## config.mk

```make
export PLATFORM = sky130hd
export DESIGN_NAME = flash_config_and_protection
export DESIGN_NICKNAME = d
export VERILOG_FILES = /design/src/flash_cfg_pkg.sv /design/src/flash_config_and_protection.sv
export SDC_FILE = /design/constraint.sdc
export NUM_CORES = 1
export LEC_CHECK = 0
export BUFFER_PORTS_ARGS = -buffer_cell sky130_fd_sc_hd__clkbuf_2
export CAP_MARGIN = 20
export CORE_MARGIN = 10
export CORE_UTILIZATION = 35
export DETAILED_ROUTE_END_ITERATION = 12
export SLEW_MARGIN = 0
export SYNTH_ARGS = -nofsm -noshare
export SYNTH_HDL_FRONTEND = slang
export SYNTH_SLANG_ARGS = --single-unit
```

## constraint.sdc

```tcl
create_clock -name mclk -period 4.5 [get_ports mclk]
set_clock_uncertainty 0.1 [all_clocks]
set_input_delay 0.9 -clock mclk [delete_from_list [all_inputs] [get_ports mclk]]
set_output_delay 0.9 -clock mclk [all_outputs]
set_load 0.05 [all_outputs]
```

## src/flash_cfg_pkg.sv

```systemverilog
// Constants and types for the flash configuration and protection block
// Function
// - Factory test register reads zero, ignores writes
// - Config register: only enables and gate writable
// - Key gate writable only with key enabled
// - Buffer-empty enable gates buffer-empty interrupt request
// - Done enable gates all-commands-done interrupt request
// - Key gate routes array writes to key
// - Protection register readable in all modes
// - Protection polarity only clears, never sets
// - Low size writable only while low disabled
// - High size writable only while high disabled
// - Protection loaded from flash byte at reset
// - Protected program or erase refused, violation flagged
// - Mass erase only with protection fully open
// - Polarity swaps the enabled ranges between protected and open
// - High disable bit zero enables high range
// - Low disable bit zero enables low range
// - High size selects 2 to 16 Kbytes
// - Low size selects 512 bytes to 4 Kbytes
// - Writes that remove protection are ignored whole
package flash_cfg_pkg;
  localparam int ADDR_W = 4;
  localparam int DATA_W = 8;
  localparam logic [ADDR_W-1:0] OFF_TEST = 4'h2;
  localparam logic [ADDR_W-1:0] OFF_CFG = 4'h3;
  localparam logic [ADDR_W-1:0] OFF_PROT = 4'h4;
  localparam int BUF_IRQ_BIT = 7;
  localparam int DONE_IRQ_BIT = 6;
  localparam int KEY_GATE_BIT = 5;
  localparam int POLARITY_BIT = 7;
  localparam int HIGH_DIS_BIT = 5;
  localparam int HIGH_SIZE_LSB = 3;
  localparam int LOW_DIS_BIT = 2;
  localparam int LOW_SIZE_LSB = 0;
  localparam logic [DATA_W-1:0] PROT_RESET = 8'hFF;
  localparam logic [15:0] PROT_NV_ADDR = 16'hFF0D;
  localparam logic [1:0] KEY_ENABLED = 2'h2;
  localparam logic [15:0] LOW_BASE = 16'h4000;
  localparam logic [0:3][15:0] HIGH_BASE = {16'hF800, 16'hF000, 16'hE000, 16'hC000};
  localparam logic [0:3][15:0] LOW_LAST = {16'h41FF, 16'h43FF, 16'h47FF, 16'h4FFF};
  // Scenario = {polarity, high disable, low disable}; bit j of row i allows i to j
  localparam logic [0:7][7:0] SCEN_ALLOWED = {8'h0F, 8'h0A, 8'h0C, 8'h08,
                                              8'h18, 8'h3C, 8'h5A, 8'hFF};
  typedef enum logic {ST_LOAD = 1'b0, ST_RUN = 1'b1} boot_state_t;
endpackage

```

## src/flash_config_and_protection.sv

```systemverilog
// Flash configuration register and range protection logic
//
// The address-and-strobe port was chosen for this implementation.
`timescale 1ns/1ps
module flash_config_and_protection (
  input wire logic mclk,
  input wire logic rst,
  input wire logic clk_en,
  input wire logic [flash_cfg_pkg::ADDR_W-1:0] reg_addr,
  input wire logic [flash_cfg_pkg::DATA_W-1:0] reg_wdata,
  input wire logic reg_wr,
  input wire logic reg_rd,
  output logic [flash_cfg_pkg::DATA_W-1:0] reg_rdata,
  input wire logic [1:0] backdoor_key_enable_field,
  input wire logic buffer_empty_flag,
  input wire logic all_commands_done_flag,
  output logic buffer_empty_irq,
  output logic cmd_done_irq,
  output logic nv_rd_req,
  output logic [15:0] nv_rd_addr,
  input wire logic nv_rd_valid,
  input wire logic [flash_cfg_pkg::DATA_W-1:0] nv_rd_data,
  output logic op_ready,
  input wire logic array_wr,
  output logic cmd_seq_start,
  output logic key_word_write,
  output logic array_read_invalid,
  input wire logic cmd_req,
  input wire logic [15:0] cmd_addr,
  input wire logic cmd_is_mass,
  output logic cmd_go,
  output logic protect_violation_set
);
  import flash_cfg_pkg::*;

  boot_state_t state;
  logic running;
  logic buffer_empty_irq_enable;
  logic cmd_done_irq_enable;
  logic backdoor_key_gate;
  logic [DATA_W-1:0] prot;
  logic [DATA_W-1:0] next_prot;
  logic wr_cfg;
  logic wr_prot;
  logic key_enabled;
  logic prot_ok;
  logic protection_polarity;
  logic high_range_disable;
  logic low_range_disable;
  logic [1:0] high_range_size;
  logic [1:0] low_range_size;
  logic in_high;
  logic in_low;
  logic range_hit;
  logic addr_protected;
  logic mass_open;
  logic cmd_bad;

  function automatic logic [2:0] scen(input logic [DATA_W-1:0] p);
    scen = {p[POLARITY_BIT], p[HIGH_DIS_BIT], p[LOW_DIS_BIT]};
  endfunction

  // Boot: no register writes, commands or array writes until the protection byte is in; reads still answer
  always_ff @(posedge mclk or posedge rst) begin
    if (rst) begin
      state <= ST_LOAD;
    end else if (clk_en) begin
      case (state)
        ST_LOAD: begin
          if (nv_rd_valid) begin
            state <= ST_RUN;
          end
        end
        ST_RUN: begin
          state <= ST_RUN;
        end
        default: begin
          state <= ST_LOAD;
        end
      endcase
    end
  end

  assign running = (state == ST_RUN);
  assign op_ready = running;
  assign nv_rd_req = (state == ST_LOAD);
  assign nv_rd_addr = PROT_NV_ADDR;

  assign wr_cfg = clk_en && running && reg_wr && (reg_addr == OFF_CFG);
  assign wr_prot = clk_en && running && reg_wr && (reg_addr == OFF_PROT);
  assign key_enabled = (backdoor_key_enable_field == KEY_ENABLED);

  // Configuration register
  always_ff @(posedge mclk or posedge rst) begin
    if (rst) begin
      buffer_empty_irq_enable <= 1'b0;
      cmd_done_irq_enable <= 1'b0;
      backdoor_key_gate <= 1'b0;
    end else if (wr_cfg) begin
      buffer_empty_irq_enable <= reg_wdata[BUF_IRQ_BIT];
      cmd_done_irq_enable <= reg_wdata[DONE_IRQ_BIT];
      if (key_enabled) begin
        backdoor_key_gate <= reg_wdata[KEY_GATE_BIT];
      end
    end
  end

  // Candidate value after a write, before the scenario check
  always_comb begin
    next_prot = prot;
    next_prot[POLARITY_BIT] = prot[POLARITY_BIT] & reg_wdata[POLARITY_BIT];
    next_prot[HIGH_DIS_BIT] = reg_wdata[HIGH_DIS_BIT];
    next_prot[LOW_DIS_BIT] = reg_wdata[LOW_DIS_BIT];
    if (prot[HIGH_DIS_BIT]) begin
      next_prot[HIGH_SIZE_LSB+:2] = reg_wdata[HIGH_SIZE_LSB+:2];
    end
    if (prot[LOW_DIS_BIT]) begin
      next_prot[LOW_SIZE_LSB+:2] = reg_wdata[LOW_SIZE_LSB+:2];
    end
  end

  assign prot_ok = SCEN_ALLOWED[scen(prot)][scen(next_prot)];

  // Spare bit keeps its loaded value; software cannot touch it
  always_ff @(posedge mclk or posedge rst) begin
    if (rst) begin
      prot <= PROT_RESET;
    end else if (clk_en) begin
      if (state == ST_LOAD && nv_rd_valid) begin
        prot <= nv_rd_data;
      end else if (wr_prot && prot_ok) begin
        prot <= next_prot;
      end
    end
  end

  assign protection_polarity = prot[POLARITY_BIT];
  assign high_range_disable = prot[HIGH_DIS_BIT];
  assign low_range_disable = prot[LOW_DIS_BIT];
  assign high_range_size = prot[HIGH_SIZE_LSB+:2];
  assign low_range_size = prot[LOW_SIZE_LSB+:2];

  assign in_high = (cmd_addr >= HIGH_BASE[high_range_size]);
  assign in_low = (cmd_addr >= LOW_BASE) && (cmd_addr <= LOW_LAST[low_range_size]);
  assign range_hit = (!high_range_disable && in_high) || (!low_range_disable && in_low);
  // Closed polarity: the ranges are the only open holes in a locked array
  assign addr_protected = protection_polarity ? range_hit : !range_hit;
  assign mass_open = protection_polarity && high_range_disable && low_range_disable;
  assign cmd_bad = cmd_is_mass ? !mass_open : addr_protected;

  // Command screening; one pulse per request, either go or violation
  always_ff @(posedge mclk or posedge rst) begin
    if (rst) begin
      cmd_go <= 1'b0;
      protect_violation_set <= 1'b0;
    end else if (clk_en) begin
      cmd_go <= cmd_req && running && !cmd_bad;
      protect_violation_set <= cmd_req && running && cmd_bad;
    end
  end

  // Array write routing
  always_ff @(posedge mclk or posedge rst) begin
    if (rst) begin
      cmd_seq_start <= 1'b0;
      key_word_write <= 1'b0;
    end else if (clk_en) begin
      cmd_seq_start <= array_wr && running && !backdoor_key_gate;
      key_word_write <= array_wr && running && backdoor_key_gate;
    end
  end

  assign array_read_invalid = backdoor_key_gate;

  // Interrupt requests follow flags a cycle late to keep outputs registered
  always_ff @(posedge mclk or posedge rst) begin
    if (rst) begin
      buffer_empty_irq <= 1'b0;
      cmd_done_irq <= 1'b0;
    end else if (clk_en) begin
      buffer_empty_irq <= buffer_empty_irq_enable && buffer_empty_flag;
      cmd_done_irq <= cmd_done_irq_enable && all_commands_done_flag;
    end
  end

  // Read port, data valid only in the cycle after the strobe
  always_ff @(posedge mclk or posedge rst) begin
    if (rst) begin
      reg_rdata <= 8'h00;
    end else if (clk_en) begin
      reg_rdata <= 8'h00;
      if (reg_rd) begin
        case (reg_addr)
          OFF_TEST: reg_rdata <= 8'h00;
          OFF_CFG: reg_rdata <= {buffer_empty_irq_enable, cmd_done_irq_enable,
                                 backdoor_key_gate, 5'h00};
          OFF_PROT: reg_rdata <= prot;
          default: reg_rdata <= 8'h00;
        endcase
      end
    end
  end
endmodule

```

==> impl_metrics.prom, run 1 <==
# TYPE chip_impl_metric gauge
chip_impl_info{name="layout.cells.most_common",value="clkbuf_2"} 1
chip_impl_metric{name="clk_transition_reported_paths",unit="ns"} 0.09
chip_impl_metric{name="routabilityCongestion",unit=""} 0.837
chip_impl_metric{name="critical_path.max_fanout",unit=""} 2
chip_impl_metric{name="sw_frac_of_total",unit="%"} 32.2
chip_impl_info{name="status",value="completed"} 1
chip_impl_metric{name="die_w",unit="um"} 88.8
chip_impl_metric{name="clock_power_share",unit="%"} 30.5
chip_impl_metric{name="h-tree-depth",unit=""} 1
chip_impl_info{name="worst_r2r_src",value="prot[4]$_DFFE_PP1P_"} 1
chip_impl_metric{name="top_level_ports",unit=""} 82
chip_impl_metric{name="wire_length_of_the_first_global_routing_pass",unit="mm"} 7.38
chip_impl_info{name="largestRegisters",value="prot (8), reg_rdata (8)"} 1
chip_impl_metric{name="dp.final_hpwl",unit="mm"} 3.86
chip_impl_metric{name="antenna_violating_nets_post_route",unit=""} 0
chip_impl_metric{name="seq_power_share",unit="%"} 44.7
chip_impl_metric{name="routedWlPerCell",unit="um"} 16.0
chip_impl_metric{name="drv_cap",unit=""} 0
chip_impl_metric{name="routed-wl-met2",unit="mm"} 2.16
chip_impl_metric{name="nets",unit=""} 294
chip_impl_metric{name="io_buffers",unit=""} 65
chip_impl_info{name="worstSetupEndpointType",value="register"} 1
chip_impl_info{name="criticalPathCategory",value="in2reg"} 1
chip_impl_metric{name="detail_route.vias_per_cell",unit=""} 5.01
chip_impl_metric{name="worst-endpoint-arrival",unit="ns"} 2.55
chip_impl_metric{name="cts.sinks",unit=""} 26
chip_impl_metric{name="post_route_cells_drive_above_1_share",unit="%"} 35.6
chip_impl_metric{name="worst_path_largest_cell_delay",unit="ns"} 0.45
chip_impl_metric{name="cts.path.max_buffers",unit=""} 2
chip_impl_info{name="post-synth-top-area-cell",value="dfrtp_1"} 1
chip_impl_metric{name="coreArea",unit="um^2"} 4470
chip_impl_metric{name="setup-tns-final",unit="ns"} 0
chip_impl_metric{name="p_comb_share",unit="%"} 24.8
chip_impl_info{name="crit_slowest_cell",value="or4b_1"} 1
chip_impl_metric{name="register_area",unit="um^2"} 661
chip_impl_metric{name="initial_antenna_violation_count",unit=""} 0
chip_impl_metric{name="switchingPower",unit="uW"} 207
chip_impl_metric{name="multiInputGateArea",unit="um^2"} 858
chip_impl_metric{name="synth_cell_types",unit=""} 44
chip_impl_metric{name="syn2layout_area_growth",unit="%"} 24.5
chip_impl_info{name="crit_chain",value="clkbuf_2, ha_1, or4b_1, nor4_2, a221oi_1, o311ai_2, a21oi_1, a21o_1"} 1
chip_impl_info{name="worstHoldPathType",value="in2async"} 1
chip_impl_metric{name="final_cells",unit=""} 288
chip_impl_metric{name="synth_seq_area_share",unit="%"} 39.9
chip_impl_metric{name="global_route_usage_sum",unit="%"} 11.7
chip_impl_metric{name="dr.first_iter.drc_count",unit=""} 96
chip_impl_metric{name="finalWorstPathRequiredPeriod",unit="ns"} 2.48
chip_impl_info{name="root_buffer",value="clkbuf_8"} 1
chip_impl_metric{name="final-setup-viol-count",unit=""} 0
chip_impl_metric{name="synthesis.area",unit="um^2"} 1660
chip_impl_metric{name="cp_num_buf_inv",unit=""} 1
chip_impl_metric{name="worst_skew_pair.late_latency",unit="ns"} 0.27
chip_impl_metric{name="r2r.worst_path.cells",unit=""} 8
chip_impl_metric{name="rows",unit=""} 24
chip_impl_metric{name="fmax",unit="MHz"} 403
chip_impl_info{name="final_cell_mix",value="clkbuf_2, dfrtp_1, conb_1, nand2_1, inv_1"} 1
chip_impl_metric{name="firstDrtPassIters",unit=""} 4
chip_impl_metric{name="post-cts-setup-buffers",unit=""} 0
chip_impl_metric{name="layout_worst_path_cycle_share",unit="%"} 55.1
chip_impl_metric{name="power_leakage",unit="nW"} 1.06
chip_impl_metric{name="largest_net_degree_at_the_start_of_global_routing",unit=""} 27
chip_impl_metric{name="cts.hold.buffers_added",unit=""} 0
chip_impl_info{name="worstReg2RegEnd",value="cmd_go$_DFFE_PP0P_"} 1
chip_impl_metric{name="dr_wl_met3",unit="um"} 283
chip_impl_metric{name="first_global_vias",unit=""} 1537
chip_impl_metric{name="timing_hold_violations_final",unit=""} 0
chip_impl_info{name="rsz_0062_raised_after_global_routing",value="false"} 1
chip_impl_info{name="cts_tree",value="built"} 1
chip_impl_info{name="worstSetupStartpointType",value="primary input"} 1
chip_impl_metric{name="placedCellCount",unit=""} 283
chip_impl_metric{name="synth_top_area_share",unit="%"} 27.2
chip_impl_info{name="dr.max_layer_used",value="met4"} 1
chip_impl_metric{name="cp_data_required_time",unit="ns"} 4.57
chip_impl_metric{name="post-route-drc-count",unit=""} 0
chip_impl_metric{name="syn-mean-instance-area",unit="um^2"} 9.62
chip_impl_metric{name="effective_utilization_at_floorplan",unit="%"} 37.0
chip_impl_metric{name="synth-seq-cells",unit=""} 26
chip_impl_metric{name="die_height",unit="um"} 88.8
chip_impl_metric{name="yosysWarningCount",unit=""} 0
chip_impl_metric{name="final-max-slew-violation-count",unit=""} 0
chip_impl_metric{name="post_route_met1_wirelength",unit="mm"} 2.15
chip_impl_metric{name="numCtsBuffers",unit=""} 3
chip_impl_metric{name="post_synth_inst_count",unit=""} 172
chip_impl_metric{name="fp.dieArea",unit="um^2"} 7880
chip_impl_info{name="crit_path_leading_delay_family",value="compound AO/OA/AOI/OAI gates"} 1
chip_impl_metric{name="vdd.ir_drop.worst",unit="V"} 0.000122
chip_impl_metric{name="r2r_slack",unit="ns"} 2.17
chip_impl_metric{name="fillCellCount",unit=""} 451
chip_impl_metric{name="detailroute.via_count",unit=""} 1444
chip_impl_metric{name="antennaDiodeCount",unit=""} 0
chip_impl_metric{name="wl",unit="mm"} 4.62
chip_impl_info{name="most_area_consuming_cells_after_synthesis",value="dfrtp_1, dfstp_2, buf_4, ha_1, mux2i_1"} 1
chip_impl_metric{name="post_cts_resized",unit=""} 0
chip_impl_metric{name="powerDensity",unit="nW/um^2"} 312
chip_impl_metric{name="grt_overflow_total",unit=""} 0
chip_impl_metric{name="p_int",unit="uW"} 436
layout make-up:
| type | count | share of cell area [%] |
|---|---|---|
| timing repair buffer | 66 | 17.1 |
| inverter | 14 | 2.55 |
| clock buffer | 3 | 2.00 |
| tap | 52 | 3.16 |
| clock inverter | 1 | 1.46 |
| sequential | 26 | 32.1 |
| multi-input combinational | 126 | 41.7 |
metal layers:
layer  up-vias  track usage [%]
met1       670             15.7
met3         2             2.85
met4         0             3.38
li1        729                -
met5         -                0
met2        43             18.3
how the worst max path moves through the flow:
stage                 start                  to  slack, ns  cells past startpoint
6_report       cmd_addr[13]  cmd_go$_DFFE_PP0P_       2.02                      8
5_1_grt        cmd_addr[13]  cmd_go$_DFFE_PP0P_       1.83                      8
4_1_cts        cmd_addr[13]  cmd_go$_DFFE_PP0P_       2.01                      8
3_5_place_dp   cmd_addr[13]  cmd_go$_DFFE_PP0P_       1.72                      8
3_3_place_gp   cmd_addr[13]  cmd_go$_DFFE_PP0P_       1.78                      8
2_1_floorplan  cmd_addr[13]  cmd_go$_DFFE_PP0P_       1.93                      7
per-stage QoR:
stage                     hold slack (ns)  cell area [um^2]  worst slack (ns)  util, %  total power, mW
after global routing                0.409              2060              1.83     46.1            0.678
final                               0.390              2060              2.02     46.1            0.643
after global placement              0.376              1960              1.78     43.8            0.445
after detailed placement            0.372              1960              1.72     43.8            0.448
after CTS                           0.394              2030              2.01     45.4            0.642
after floorplan                     0.382              1710              1.93        -            0.404
synthesized netlist by cell type:
cell / n
o21ai_0: 7
mux2_1: 3
conb_1: 2
o311ai_2: 1
nor2_1: 8
inv_1: 12
a21oi_1: 3
a2bb2oi_1: 4
a2111oi_1: 2
or2_1: 1
dfrtp_1: 18
nand2_2: 1
or4_1: 1
o31ai_1: 1
o221a_1: 1
nand3_1: 5
o21ai_1: 3
a32o_1: 2
o311ai_0: 1
a22oi_1: 3
and2_1: 2
nand4b_1: 1
clkbuf_1: 3
nand4_1: 4
nor4b_1: 1
o211ai_1: 2
a22o_1: 5
nor2b_1: 1
nand2_1: 12
a221oi_1: 1
ha_1: 8
nor4_2: 1
inv_2: 2
dfstp_2: 8
or4b_1: 1
and3_1: 1
buf_2: 1
a21o_1: 3
or3_2: 1
o2bb2ai_1: 4
nand3b_1: 6
buf_4: 16
nor3_1: 4
mux2i_1: 5
kinds of logic after synthesis:
group	count (synthesis)	synth area share, %
mux	8	5.06
buf+inv	34	11.4
flops	26	39.9
other cells	2	0.454
fa+ha+maj	8	6.05
compound gates	43	20.0
simple gates	51	17.1
worst reg2reg max path, delay by kind of cell, from the launching register on:
kind,cells,cell delay (ns)
AND/OR/NAND/NOR,3,0.73
AO/OA/AOI/OAI,4,0.67
flip-flops,1,0.58
adder cells (fa/ha/maj),1,0.13
power by group through the flow:
| stage | Combinational (mW) | Clock, mW | Sequential (mW) |
|---|---|---|---|
| after global routing | 0.180 | 0.207 | 0.291 |
| after global placement | 0.155 | 0 | 0.290 |
| after CTS | 0.158 | 0.198 | 0.286 |
| after detailed placement | 0.157 | 0 | 0.291 |
| final | 0.159 | 0.196 | 0.287 |
| after floorplan | 0.102 | 0 | 0.301 |
Note: power is estimated with default switching activity, not from simulation.
==> run 2, diff against run 1 <==
--- a/config.mk
+++ b/config.mk
@@ -10,6 +10,7 @@
 export CORE_MARGIN = 10
 export CORE_UTILIZATION = 35
 export DETAILED_ROUTE_END_ITERATION = 12
+export PLACE_DENSITY = 0.66
 export SLEW_MARGIN = 0
 export SYNTH_ARGS = -nofsm -noshare
 export SYNTH_HDL_FRONTEND = slang
==> constraint.sdc (replaced) <==
create_clock -name mclk -period 2.1 [get_ports mclk]
set_clock_uncertainty 0.1 [all_clocks]
set_input_delay 0.42 -clock mclk [delete_from_list [all_inputs] [get_ports mclk]]
set_output_delay 0.42 -clock mclk [all_outputs]
set_load 0.05 [all_outputs]
==> impl_metrics.prom, run 2 (synthesized netlist as in run 1, its figures left out) <==
# TYPE chip_impl_metric gauge
chip_impl_metric{name="worst_skew_pair.late_latency",unit="ns"} 0.27
chip_impl_metric{name="use_met1",unit="%"} 14.0
chip_impl_metric{name="cp_num_buf_inv",unit=""} 0
chip_impl_info{name="crit_path_leading_delay_family",value="simple AND/OR/NAND/NOR gates"} 1
chip_impl_info{name="violated_checks",value="setup timing"} 1
chip_impl_metric{name="largest_net_degree_at_the_start_of_global_routing",unit=""} 27
chip_impl_metric{name="top_level_ports",unit=""} 82
chip_impl_metric{name="cts.hold.buffers_added",unit=""} 0
chip_impl_metric{name="post-route-drc-count",unit=""} 0
chip_impl_metric{name="final_area",unit="um^2"} 2200
chip_impl_metric{name="cts.path.max_buffers",unit=""} 2
chip_impl_info{name="crit_slowest_cell",value="dfstp_2"} 1
chip_impl_info{name="criticalPathCategory",value="reg2reg"} 1
chip_impl_metric{name="die_height",unit="um"} 88.8
chip_impl_metric{name="grt_overflow_total",unit=""} 0
chip_impl_metric{name="syn2layout_area_growth",unit="%"} 32.7
chip_impl_metric{name="initial_antenna_violation_count",unit=""} 0
chip_impl_metric{name="layout_worst_path_cycle_share",unit="%"} 111
chip_impl_metric{name="effective_utilization_at_floorplan",unit="%"} 37.0
chip_impl_metric{name="fin_total_pwr",unit="mW"} 1.30
chip_impl_metric{name="placedCellCount",unit=""} 291
chip_impl_info{name="worstSetupEndpointType",value="register"} 1
chip_impl_metric{name="fmax",unit="MHz"} 429
chip_impl_metric{name="timing_hold_violations_final",unit=""} 0
chip_impl_metric{name="antennaDiodeCount",unit=""} 0
chip_impl_info{name="crit_chain",value="and2_4, ha_4, or4b_4, nor4_4, a221oi_2, o311ai_2, a21oi_2, a21o_1"} 1
chip_impl_metric{name="dr.first_iter.drc_count",unit=""} 52
chip_impl_metric{name="detailroute.via_count",unit=""} 1524
chip_impl_info{name="worstSetupStartpointType",value="register"} 1
chip_impl_info{name="worstHoldPathType",value="in2async"} 1
chip_impl_metric{name="final-setup-viol-count",unit=""} 2
chip_impl_info{name="status",value="complete, but fails checks"} 1
chip_impl_metric{name="worst_path_largest_cell_delay",unit="ns"} 0.54
chip_impl_metric{name="cts.sinks",unit=""} 26
chip_impl_metric{name="vdd.ir_drop.worst",unit="V"} 0.000226
chip_impl_metric{name="dp.final_hpwl",unit="mm"} 4.04
chip_impl_info{name="global_route.peak_usage_layer",value="met2"} 1
chip_impl_metric{name="final_cells",unit=""} 298
chip_impl_metric{name="die_w",unit="um"} 88.8
chip_impl_info{name="final_cell_mix",value="clkbuf_2, dfrtp_1, conb_1, nand2_1, inv_1"} 1
chip_impl_metric{name="worst-endpoint-arrival",unit="ns"} 2.40
chip_impl_metric{name="dp_worst_setup_slack",unit="ns"} -0.218
chip_impl_metric{name="routabilityCongestion",unit=""} 0.866
chip_impl_metric{name="io_buffers",unit=""} 65
chip_impl_metric{name="wl",unit="mm"} 4.90
chip_impl_metric{name="numCtsBuffers",unit=""} 3
chip_impl_metric{name="coreArea",unit="um^2"} 4470
chip_impl_metric{name="detail_route.vias_per_cell",unit=""} 5.11
chip_impl_metric{name="finalCoreUtilization",unit="%"} 49.1
chip_impl_metric{name="setup_ws",unit="ns"} -0.231
chip_impl_metric{name="final-max-slew-violation-count",unit=""} 0
chip_impl_metric{name="powerDensity",unit="nW/um^2"} 592
chip_impl_metric{name="critical_path.max_fanout",unit=""} 2
chip_impl_metric{name="grt_util_met2",unit="%"} 21.1
chip_impl_metric{name="nets",unit=""} 304
chip_impl_metric{name="antenna_violating_nets_post_route",unit=""} 0
chip_impl_metric{name="routedWlPerCell",unit="um"} 16.5
chip_impl_metric{name="fp.dieArea",unit="um^2"} 7880
chip_impl_metric{name="r2r_slack",unit="ns"} -0.23
chip_impl_info{name="cts_tree",value="built"} 1
chip_impl_metric{name="finalWorstPathRequiredPeriod",unit="ns"} 2.33
chip_impl_metric{name="global_route.usage.met3",unit="%"} 3.68
chip_impl_metric{name="drv_cap",unit=""} 0
chip_impl_metric{name="global_route_usage_sum",unit="%"} 12.1
chip_impl_metric{name="firstDrtPassIters",unit=""} 4
chip_impl_info{name="root_buffer",value="clkbuf_8"} 1
chip_impl_metric{name="rows",unit=""} 24
chip_impl_metric{name="h-tree-depth",unit=""} 1
chip_impl_metric{name="power_leakage",unit="nW"} 1.11
chip_impl_metric{name="first_global_vias",unit=""} 1590
chip_impl_info{name="layout.cells.most_common",value="clkbuf_2"} 1
chip_impl_info{name="largestRegisters",value="prot (8), reg_rdata (8)"} 1
chip_impl_info{name="rsz_0062_raised_after_global_routing",value="true"} 1
chip_impl_metric{name="clk_transition_reported_paths",unit="ns"} 0.09
chip_impl_metric{name="cp_data_required_time",unit="ns"} 2.17
chip_impl_metric{name="wire_length_of_the_first_global_routing_pass",unit="mm"} 7.52
chip_impl_metric{name="post_route_cells_drive_above_1_share",unit="%"} 43.1
chip_impl_metric{name="dpl-instance-area",unit="um^2"} 2020
[run 2: power by group]
group          internal [mW]  switching, mW  leakage (nW)
Combinational          0.155          0.263         0.762
Clock                  0.131          0.155        0.0231
Sequential             0.558         0.0374         0.322
[run 2: cell type report]
type | instances | area (um^2)
Inverter | 14 | 52.6
Clock buffer | 3 | 41.3
Sequential cell | 26 | 661
Tap cell | 52 | 65.1
Timing Repair Buffer | 76 | 412
Clock inverter | 1 | 3.75
Fill cell | 423 | 2280
Multi-Input combinational cell | 126 | 962
[run 2: path summary, 6_finish.rpt]
check,startpoint,to,cells past startpoint
max,prot[4]$_DFFE_PP1P_,cmd_go$_DFFE_PP0P_,8
min,rst,buffer_empty_irq$_DFFE_PP0P_,3
max reg2reg,prot[4]$_DFFE_PP1P_,cmd_go$_DFFE_PP0P_,8
min reg2reg,reg_rdata[7]$_DFFE_PP0P_,reg_rdata[7]$_DFFE_PP0P_,1
max in group asynchronous,rst,prot[3]$_DFFE_PP1P_,3
min in group mclk,nv_rd_data[6],prot[6]$_DFFE_PP1P_,2
[run 2: through the flow]
stage,TNS (ns),hold slack (ns)
after CTS,-0.256,0.0739
after detailed placement,-0.463,0.375
after global placement,-0.222,0.371
after floorplan,-0.0871,0.354
final,-0.442,0.0664
after global routing,-0.674,0.123
[run 2: tightest hold or removal path: stages]
cell and delay, ns:
clkbuf_2 0.08, inv_1 0.04, buf_4 0.31
[run 2: repair_timing]
item	CTS	global route
setup endpoints to repair	6	9
endpoints found under the hold margin	0	0
pin swaps	5	7
gates resized for setup	10	9
buffers inserted	1	2
[run 2: layer usage]
layer / vias to the layer above / part of all wire, %
met5: - / 0
met4: 0 / 1.1
met3: 4 / 6.5
met2: 53 / 51
met1: 714 / 42
li1: 753 / -
